`src/core/swk_consts.svh`:
```
`ifndef SWK_CONSTS_SVH
`define SWK_CONSTS_SVH
// Frame geometry
`define SWK_FRAME_BITS 24
`define SWK_CHAIN_DEVS 2
`define SWK_CHAIN_BITS 48
// Command field: top byte of each frame
`define SWK_CMD_MSB 23
`define SWK_CMD_LSB 16
`define SWK_CMD_STATUS 8'h00
`define SWK_CMD_SLEEP 8'h01
// Wake source flag codes, bits [1:0] of returned status byte
`define SWK_WSRC_NONE 2'h0
`define SWK_WSRC_SWITCH 2'h1
`define SWK_WSRC_SPI 2'h2
`define SWK_WSRC_LINE 2'h3
// Serial clock divider: a half period of the link clock lasts this value plus one clk cycles
`define SWK_SCK_HALF 4'h2
// Host settle wait between two status commands, in microseconds
`define SWK_SETTLE_US 10000
`define SWK_CLK_MHZ 25
`define SWK_SETTLE_CYC (`SWK_SETTLE_US * `SWK_CLK_MHZ)
`endif

```
`src/core/swk_pkg.sv`:
```
package swk_pkg;
  // Operating mode of a device end
  typedef enum logic {
    SWK_NORMAL,
    SWK_SLEEP
  } swk_mode_t;
  // Host sequencer state
  typedef enum logic [2:0] {
    SWK_H_IDLE,
    SWK_H_LOAD,
    SWK_H_LOW,
    SWK_H_HIGH,
    SWK_H_END,
    SWK_H_WAIT
  } swk_hstate_t;
endpackage : swk_pkg

```
`src/core/swk_link_if.sv`:
```
`timescale 1ns/100ps
interface swk_link_if;
  // Serial link, host drives clock, select and data in
  logic sck;
  logic cs_n;
  logic mosi;
  logic miso;
  // Shared open-drain supply-enable line, one enable per device end
  logic wake_n_oe;
  logic wake_n_in;
  modport dev (
    input sck,
    input cs_n,
    input mosi,
    output miso,
    output wake_n_oe,
    input wake_n_in
  );
  modport host (
    output sck,
    output cs_n,
    output mosi,
    input miso,
    input wake_n_in
  );
endinterface : swk_link_if

```
`src/core/swk_dev.sv`:
```
`timescale 1ns/100ps
`include "swk_consts.svh"
// Behaviour
// - Host clocks 48 bits per two-device frame
// - Sleep command sleeps at chip-select rise
// - Supply enable low in Normal, released Sleep
// - Entering Sleep shows high on supply enable
// - Shared line pulled low wakes other device
// - Switch change during sleep frame blocks sleep
// - Status command in Sleep wakes device
// - Host discards first status after wake; swk_host passes every status on rsp_valid
// - Host waits 10 to 20 ms
// - Host configures before sleep command; no configuration exists here, sleep is sent directly
// - Reset gives Normal Mode, default registers
// - Host rewrites configuration periodically; not done here, there are no configuration registers
// - Switch closure in Sleep wakes, pulls line
// - Wake source flag readable by host
module swk_dev #(
  parameter int NSW = 22
) (
  // Clock and reset
  input wire logic clk,
  input wire logic rst,
  // Link toward host and chain
  swk_link_if.dev link,
  // Switch inputs, asynchronous levels
  input wire logic [NSW-1:0] switch_in,
  // Status toward local logic
  output logic sleeping,
  output logic [1:0] wake_src,
  output logic frame_done
);
  import swk_pkg::*;

  typedef struct packed {
    swk_mode_t mode;
    logic [NSW-1:0] sw_s1;
    logic [NSW-1:0] sw_s2;
    logic [NSW-1:0] sw_last;
    logic sck_s1;
    logic sck_s2;
    logic sck_d;
    logic cs_s1;
    logic cs_s2;
    logic cs_d;
    logic mosi_s1;
    logic mosi_s2;
    logic wk_s1;
    logic wk_s2;
    // Cycles spent asleep, saturating at three;
    // gates the line wake just after entry
    logic [1:0] age;
    logic [`SWK_FRAME_BITS-1:0] sh;
    logic [4:0] nbits;
    logic chg_in_frame;
    logic [1:0] src;
    logic miso;
    logic oe;
    logic sleeping;
    logic done;
  } swk_dev_t;

  swk_dev_t r;
  swk_dev_t next_r;
  logic sck_rise;
  logic sck_fall;
  logic cs_fall;
  logic cs_rise;
  logic sw_change;
  logic [NSW-1:0] sw_diff;
  logic [7:0] cmd;
  logic framed;
  logic sleep_req;
  logic status_req;
  logic line_wake;

  // Edge detects on the second sync stage only
  assign sck_rise = r.sck_s2 & ~r.sck_d;
  assign sck_fall = ~r.sck_s2 & r.sck_d;
  assign cs_fall = ~r.cs_s2 & r.cs_d;
  assign cs_rise = r.cs_s2 & ~r.cs_d;
  assign cmd = r.sh[`SWK_CMD_MSB:`SWK_CMD_LSB];

  // Per-input change flags; any single input counts as an event
  for (genvar g = 0; g < NSW; g++) begin : g_sw
    assign sw_diff[g] = r.sw_s2[g] ^ r.sw_last[g];
  end
  assign sw_change = |sw_diff;

  // Commands count only once a full word has been shifted in
  assign framed = (r.nbits == 5'(`SWK_FRAME_BITS));
  assign sleep_req = framed && (cmd == `SWK_CMD_SLEEP);
  assign status_req = framed && (cmd == `SWK_CMD_STATUS);

  // Own release needs two sync stages to reach wk_s2; until the age
  // counter saturates, a low there is our own stale drive and not a
  // wake from the other end
  assign line_wake = !r.wk_s2 && !r.oe && (r.age == 2'h3);

  // Shift, mode and wake sequencing
  always_comb begin
    next_r = r;
    next_r.done = 1'b0;
    // Two-stage syncs on every pin; logic reads stage two only
    next_r.sw_s1 = switch_in;
    next_r.sw_s2 = r.sw_s1;
    next_r.sw_last = r.sw_s2;
    next_r.sck_s1 = link.sck;
    next_r.sck_s2 = r.sck_s1;
    next_r.sck_d = r.sck_s2;
    next_r.cs_s1 = link.cs_n;
    next_r.cs_s2 = r.cs_s1;
    next_r.cs_d = r.cs_s2;
    next_r.mosi_s1 = link.mosi;
    next_r.mosi_s2 = r.mosi_s1;
    next_r.wk_s1 = link.wake_n_in;
    next_r.wk_s2 = r.wk_s1;
    if (cs_fall) begin
      // Load status: wake source in low bits, then cleared for next event
      next_r.sh = {`SWK_FRAME_BITS{1'b0}};
      next_r.sh[1:0] = r.src;
      next_r.src = `SWK_WSRC_NONE;
      next_r.nbits = 5'h0;
      next_r.chg_in_frame = 1'b0;
      next_r.miso = 1'b0;
    end
    if (!r.cs_s2) begin
      // 24-bit shift register chains mosi through to miso
      if (sck_rise) begin
        next_r.sh = {r.sh[`SWK_FRAME_BITS-2:0], r.mosi_s2};
        if (r.nbits != 5'(`SWK_FRAME_BITS)) begin
          next_r.nbits = r.nbits + 5'h1;
        end
      end
      // Output moves on the fall so the next end samples it settled
      if (sck_fall) begin
        next_r.miso = r.sh[`SWK_FRAME_BITS-1];
      end
      if (sw_change && r.mode == SWK_NORMAL) begin
        next_r.chg_in_frame = 1'b1;
      end
    end
    if (cs_rise) begin
      // Every end of a chain sees the same select rise and acts on it
      next_r.done = 1'b1;
      if (sleep_req && r.mode == SWK_NORMAL &&
          !r.chg_in_frame && !sw_change) begin
        next_r.mode = SWK_SLEEP;
        next_r.age = 2'h0;
      end
      if (status_req && r.mode == SWK_SLEEP) begin
        next_r.mode = SWK_NORMAL;
        next_r.src = `SWK_WSRC_SPI;
      end
    end

    // Age counter only runs while asleep and never wraps
    if (r.mode == SWK_SLEEP && r.age != 2'h3) begin
      next_r.age = r.age + 2'h1;
    end

    // Wake sources while asleep; switch has priority over the line.
    // Checked even at a select rise, since the change history moves on
    // and an event skipped here would be lost for good.
    if (r.mode == SWK_SLEEP) begin
      if (sw_change) begin
        next_r.mode = SWK_NORMAL;
        next_r.src = `SWK_WSRC_SWITCH;
      end else if (line_wake) begin
        // Only a low driven by another party counts as a wake
        next_r.mode = SWK_NORMAL;
        next_r.src = `SWK_WSRC_LINE;
      end
    end

    // Line driven low for Normal, released high for Sleep
    next_r.oe = (next_r.mode == SWK_NORMAL);
    next_r.sleeping = (next_r.mode == SWK_SLEEP);
  end

  // State register; reset lands in Normal with defaults
  always_ff @(posedge clk or posedge rst) begin
    if (rst) begin
      r <= '0;
      r.mode <= SWK_NORMAL;
      r.oe <= 1'b1;
      // Pins that idle high start high, so reset makes no false edge
      // on the select or on the wake line
      r.cs_s1 <= 1'b1;
      r.cs_s2 <= 1'b1;
      r.cs_d <= 1'b1;
      r.wk_s1 <= 1'b1;
      r.wk_s2 <= 1'b1;
    end else begin
      r <= next_r;
    end
  end

  // Reset also clears switch history, so first sample counts
  assign link.miso = r.miso;
  assign link.wake_n_oe = r.oe;
  assign sleeping = r.sleeping;
  assign wake_src = r.src;
  assign frame_done = r.done;
endmodule : swk_dev

```
`src/flat_wrapper.sv`:
```
// flat-port wrapper written by rule: the top's interface ports become plain ports
module swk_dev_flat import swk_pkg::*;
#(
  parameter int NSW = 22
)
  (clk, rst, switch_in, sleeping, wake_src, frame_done, link_sck, link_cs_n, link_mosi, link_miso, link_wake_n_oe, link_wake_n_in);
  swk_link_if link_i ();
  input wire logic clk;
  input wire logic rst;
  input wire logic [NSW-1:0] switch_in;
  output logic sleeping;
  output logic [1:0] wake_src;
  output logic frame_done;
  input wire logic [$bits(link_i.sck)-1:0] link_sck;
  input wire logic [$bits(link_i.cs_n)-1:0] link_cs_n;
  input wire logic [$bits(link_i.mosi)-1:0] link_mosi;
  output wire logic [$bits(link_i.miso)-1:0] link_miso;
  output wire logic [$bits(link_i.wake_n_oe)-1:0] link_wake_n_oe;
  input wire logic [$bits(link_i.wake_n_in)-1:0] link_wake_n_in;
  assign link_i.sck = link_sck;
  assign link_i.cs_n = link_cs_n;
  assign link_i.mosi = link_mosi;
  assign link_miso = link_i.miso;
  assign link_wake_n_oe = link_i.wake_n_oe;
  assign link_i.wake_n_in = link_wake_n_in;
  swk_dev #(.NSW(NSW)) u_core (.clk(clk), .rst(rst), .link(link_i), .switch_in(switch_in), .sleeping(sleeping), .wake_src(wake_src), .frame_done(frame_done));
endmodule
```
`config.mk`:
```
export PLATFORM = sky130hd
export DESIGN_NAME = swk_dev_flat
export DESIGN_NICKNAME = d
export VERILOG_FILES = /design/src/core/swk_pkg.sv /design/src/core/swk_link_if.sv /design/src/core/swk_dev.sv /design/src/flat_wrapper.sv
export VERILOG_INCLUDE_DIRS = /design/src /design/src/core
export SDC_FILE = /design/constraint.sdc
export NUM_CORES = 1
export LEC_CHECK = 0
export BUFFER_PORTS_ARGS = -buffer_cell sky130_fd_sc_hd__buf_2
export CAP_MARGIN = 0
export CORE_MARGIN = 1.5
export CORE_UTILIZATION = 55
export DETAILED_ROUTE_END_ITERATION = 8
export GPL_TIMING_DRIVEN = 0
export HOLD_SLACK_MARGIN = 0.08
export PLACE_DENSITY_LB_ADDON = 0.08
export SYNTH_ARGS = -nofsm -noshare
export SYNTH_HDL_FRONTEND = slang
export SYNTH_SLANG_ARGS = --single-unit
```
`constraint.sdc`:
```
create_clock -name clk -period 8.6 [get_ports clk]
set_clock_uncertainty 0.2 [all_clocks]
set_input_delay 1.29 -clock clk [delete_from_list [all_inputs] [get_ports clk]]
set_output_delay 1.29 -clock clk [all_outputs]
set_load 0.01 [all_outputs]
```
Word-level counts from Yosys, hierarchy flattened
Index checks and enable logic that the tools add are counted.

storage, ports and cells
  bits in registers = 114
  bits of input ports = 28
  output and inout port bits = 6
  logic and storage cells = 102

operators by class
  add/sub/neg operators = 2
  equal/unequal tests = 5
  multiplexer cells = 22
  bitwise logic cells = 32
  reduce and logical (&&, ||, !) cells = 19

operators with widths
  cell                   count
  $mux W33               1
  $mux W30               1
  $mux W29               1
  $reduce_or A22 Y1      1
  $xor A1 B1 Y1          22
  $mux W2                8
  $logic_and A1 B1 Y1    10
  $mux W1                10
  $eq A8 B1 Y1 const B   1
  $logic_not A8 Y1       1
  $not A1 Y1             6
  $add A5 B1 Y5 const B  1
  $eq A5 B5 Y1 const B   1
  $mux W5                1
  $ne A5 B5 Y1 const B   1
  $and A1 B1 Y1          4
  $logic_not A1 Y1       4
  $reduce_bool A2 Y1     2
  $add A2 B1 Y2 const B  1
  $eq A2 B2 Y1 const B   1
  $ne A2 B2 Y1 const B   1
  $reduce_and A2 Y1      1

Logic depth before layout (Yosys ltp)
  word-level depth = 12
  depth in mapped cells = 7
  depth with buffers taken out = 7

Worst setup path after synthesis
No wires, ideal clock.

  path type = register to output
  start = register u_core.r, in the netlist u_core.link.wake_n_oe
  end = output port link_wake_n_oe
  arrival time = 0.529 ns
  setup slack = 6.581 ns
  cell stages (with the launch flop) = 1
  path buffers = 0
  path through = dfstp_2

RTL lines
  element                 line                source
  start, declared         swk_dev.sv:63       swk_dev_t r;
  start signal, assigned  swk_dev.sv:195      r <= next_r;
  end, declared           flat_wrapper.sv:18  output wire logic [$bits(link_i.wake_n_oe)-1:0] link_wake_n_oe;

No word-level cell between the ends.

Worst setup path after layout
  start = register u_core.r, in the netlist u_core.wake_src[1]
  end = output port wake_src[1]

RTL lines
  element        line                source
  end, declared  flat_wrapper.sv:12  output logic [1:0] wake_src;

No word-level cell between the ends.

==> summary.txt <==
CTS
  – Post-CTS Resized: 0
  – Clock Tree Root: clkbuf_8
  – H-tree levels: 4
  – Hold_buf cts: 0
  – Setup bufs post-CTS: 0
  – Total clock sinks: 114
  – Number of CTS-inserted buffers: 17
  – Reg clk slew, reported paths: 0.06 ns
  – CTS tree: yes
  – Worst-skew pair later-pin latency: roughly 0.50 ns
  – Clock Path Buffers: 2

Detailed routing
  – Drt drc: 0
  – Vias per cell: between 5 and 6
  – Mean routed wirelength per cell: between 10 and 15 um
  – Remaining antenna violation count: 0
  – Via total after detailed routing: roughly 2.2k
  – Total Routed Length: around 5600 um
  – 1st-iter DRT viols: approximately 160
  – Drt first pass iters: 5

Synth
  – Largest family of logic cells by synthesized area: simple AND/OR/NAND/NOR gates
  – Distinct cells, synth: 36
  – Synth area leader: dfrtp_1
  – Synth Area in Simple Gates: 0.138
  – Ys Warns: 0
  – Synthesized net count: between 300 and 400
  – Cells after Synth: 281
  – Mux contribution to synthesized area: 0.0108
  – Top_reg_cell synth: dfrtp_1
  – Adder-cell share of the synthesized area: 0.00978
  – Synthesized area: around 3800 um2
  – Yosys top cell area share: 0.704
  – Sequential fraction of the synthesis area: 0.745
  – Area contributors post-synth: dfrtp_1 (70%), nand2_1 (5.1%), xnor2_1 (4.3%)
  – EDFF count, synth: 0
  – Synth Register Bits: roughly 110
  – XOR/XNOR Fraction of Synth Area: 0.0593
  – Compound-Gate Fraction of Synth Area: 0.0202
  – Asr flop ratio synth: 1.00
  – Syn Area/Cell: roughly 14 um2

Worst setup path
  – Setup CP Type: flop to output port
  – CP endpoint kind: output port
  – CP Data Arrival Time: 1.18 ns
  – Crit start category: flop
  – Worst r2r path cells: 5
  – FF-to-FF setup slack: around 6.3 ns
  – Crit-path max FO: 3
  – CP required: a little over 7 ns

STA
  – Final setup viols: 0
  – Fmax: roughly 370 MHz
  – Final hold viol count: 0
  – Final worst path period need: between 2 and 3 ns
  – Pins over their slew limit: 0
  – Max-slew headroom: 0.541
  – Post-route setup TNS: 0 ns
  – PnR worst setup slack: just under 6 ns
  – RSZ-0062 raised after global routing: no
  – Final period util: 0.310
  – Worst-margin pin slew: 0.689 ns

Hold path
  – Worst hold path class: flop to flop
  – Hold Path Depth: 0

Floorplan
  – Die Ht: between 80 and 90 um
  – FP Rows: 30
  – I/O Pins: 34
  – Die Area: around 7500 um2
  – Starting density of the core: 0.568
  – Die width: between 80 and 90 um
  – Core area: 6760 um2

Place
  – Placed wire-length estimate: approximately 3300 um
  – GPL Wtd Cong: roughly 0.76
  – Port buffer count: 33
  – Post-placement setup slack: between 6 and 7 ns

Final layout
  – Diodes inserted: 0
  – Share of post-route cells with drive strength above 1: 0.228
  – Area grow syn2layout: 22.9%
  – Layout Nets: roughly 370
  – Core Util, Final: 0.699
  – Fillers: 476

Global route
  – GRT Overall Usage: 0.176
  – Vias in the first global route: just over 2k
  – GRT overflow: 0
  – Initial antenna violation count: 0
  – Largest net degree at the start of global routing: slightly below 60
  – First-pass GRT wire length: between 9000 and 10000 um

Pwr
  – LEAKAGE: approximately 2.3 nW
  – PwrDens: around 270 nW/um2
  – IR drop worst, VDD: between 0.0002 and 0.0003 V

Status
  – Status: complete, no violations

Flow run
  – # Max-Cap Violations: 0
[cells by family (layout without fill, tap and decap cells)]
family	count (synthesis)	in the layout
flip-flops	114	114
XOR/XNOR	26	26
AO/OA/AOI/OAI	11	11
adder cells (fa/ha/maj)	3	3
buffers and inverters	15	81
multiplexers	4	4
AND/OR/NAND/NOR	108	108
[power by group]
part	internal, mW	total, mW	switching, mW
sequential	0.559	0.570	0.0113
clock	0.424	0.671	0.247
combinational	0.0171	0.0413	0.0243
total	1.00	1.28	0.282
[flip-flops by register name (all words and copies together) (netlist names)]
name                   count
u_core.wake_src            2
u_core.link.miso           1
u_core.frame_done          1
u_core.next_r             50
u_core.r                  51
u_core.cmd                 8
u_core.link.wake_n_oe      1
[critical path: stages, from the launching register on]
cell,delay [ns]
dfrtp_1,0.41
buf_4,0.14
buf_2,0.12
[cells in the mapped netlist, types with 2 or more instances]
master	n
o21ai_0	4
nand4_1	8
ha_1	3
nor2_1	9
dfstp_2	6
buf_1	2
dfrtp_1	108
nor2b_1	2
nor4_1	3
nand2_1	52
nand3_1	22
xnor2_1	19
buf_4	2
xor2_1	7
clkbuf_1	7
o21a_1	2
inv_1	4
mux2i_1	3
[per-layer routing]
layer / global-route usage / share of wire / vias to the layer above
met5: 0 / 0 / -
met1: 0.238 / 0.47 / 1050
li1: - / - / 1042
met3: 0.0829 / 0.044 / 8
met2: 0.250 / 0.47 / 52
met4: 0.0674 / 0.011 / 0
[final cells by class]
cell class / instances / area, um2 / share of cell area
inverter: 4 / 17.5 / 0.00371
tap: 80 / 100 / 0.0212
multi-input combinational: 152 / 916 / 0.194
clock buffer: 19 / 432 / 0.0914
clock inverter: 13 / 154 / 0.0326
sequential: 114 / 2860 / 0.606
timing repair buffer: 34 / 193 / 0.0408
buffer: 11 / 48.8 / 0.0103
[stage by stage]
stage                     total power [mW]  hold slack (ns)  area, um2  instances
final                                 1.28            0.146       4720        427
after floorplan                      0.605            0.131       3840        281
after global routing                  1.33            0.150       4720        427
after detailed placement             0.622            0.135       4140        395
after CTS                             1.30            0.147       4720        427
after global placement               0.619            0.131       4110        394
[cells in the final DEF (no fill, tap or decap), drive strengths merged, types with 3 or more instances in the layout]
cell	n
buf	38
clkbuf	26
clkinv	7
dfrtp	108
dfstp	6
ha	3
inv	6
mux2i	3
nand2	52
nand3	22
nand4	8
nor2	9
nor4	4
o21ai	4
xnor2	19
xor2	7
[worst paths after layout]
check | from | to
worst max-delay path | u_core.wake_src[1]$_DFF_PP0_ | wake_src[1]
worst min-delay path | u_core.next_r[74]$_DFF_PP0_ | u_core.next_r[52]$_DFF_PP0_
worst max register to register | u_core.next_r[67]$_DFF_PP0_ | u_core.link.wake_n_oe$_DFF_PP1_
worst min register to register | u_core.next_r[74]$_DFF_PP0_ | u_core.next_r[52]$_DFF_PP0_
max in group asynchronous | rst | u_core.r[42]$_DFF_PP1_
min in group asynchronous | rst | u_core.r[61]$_DFF_PP0_
No activity file was read; power rests on OpenSTA's default activity.
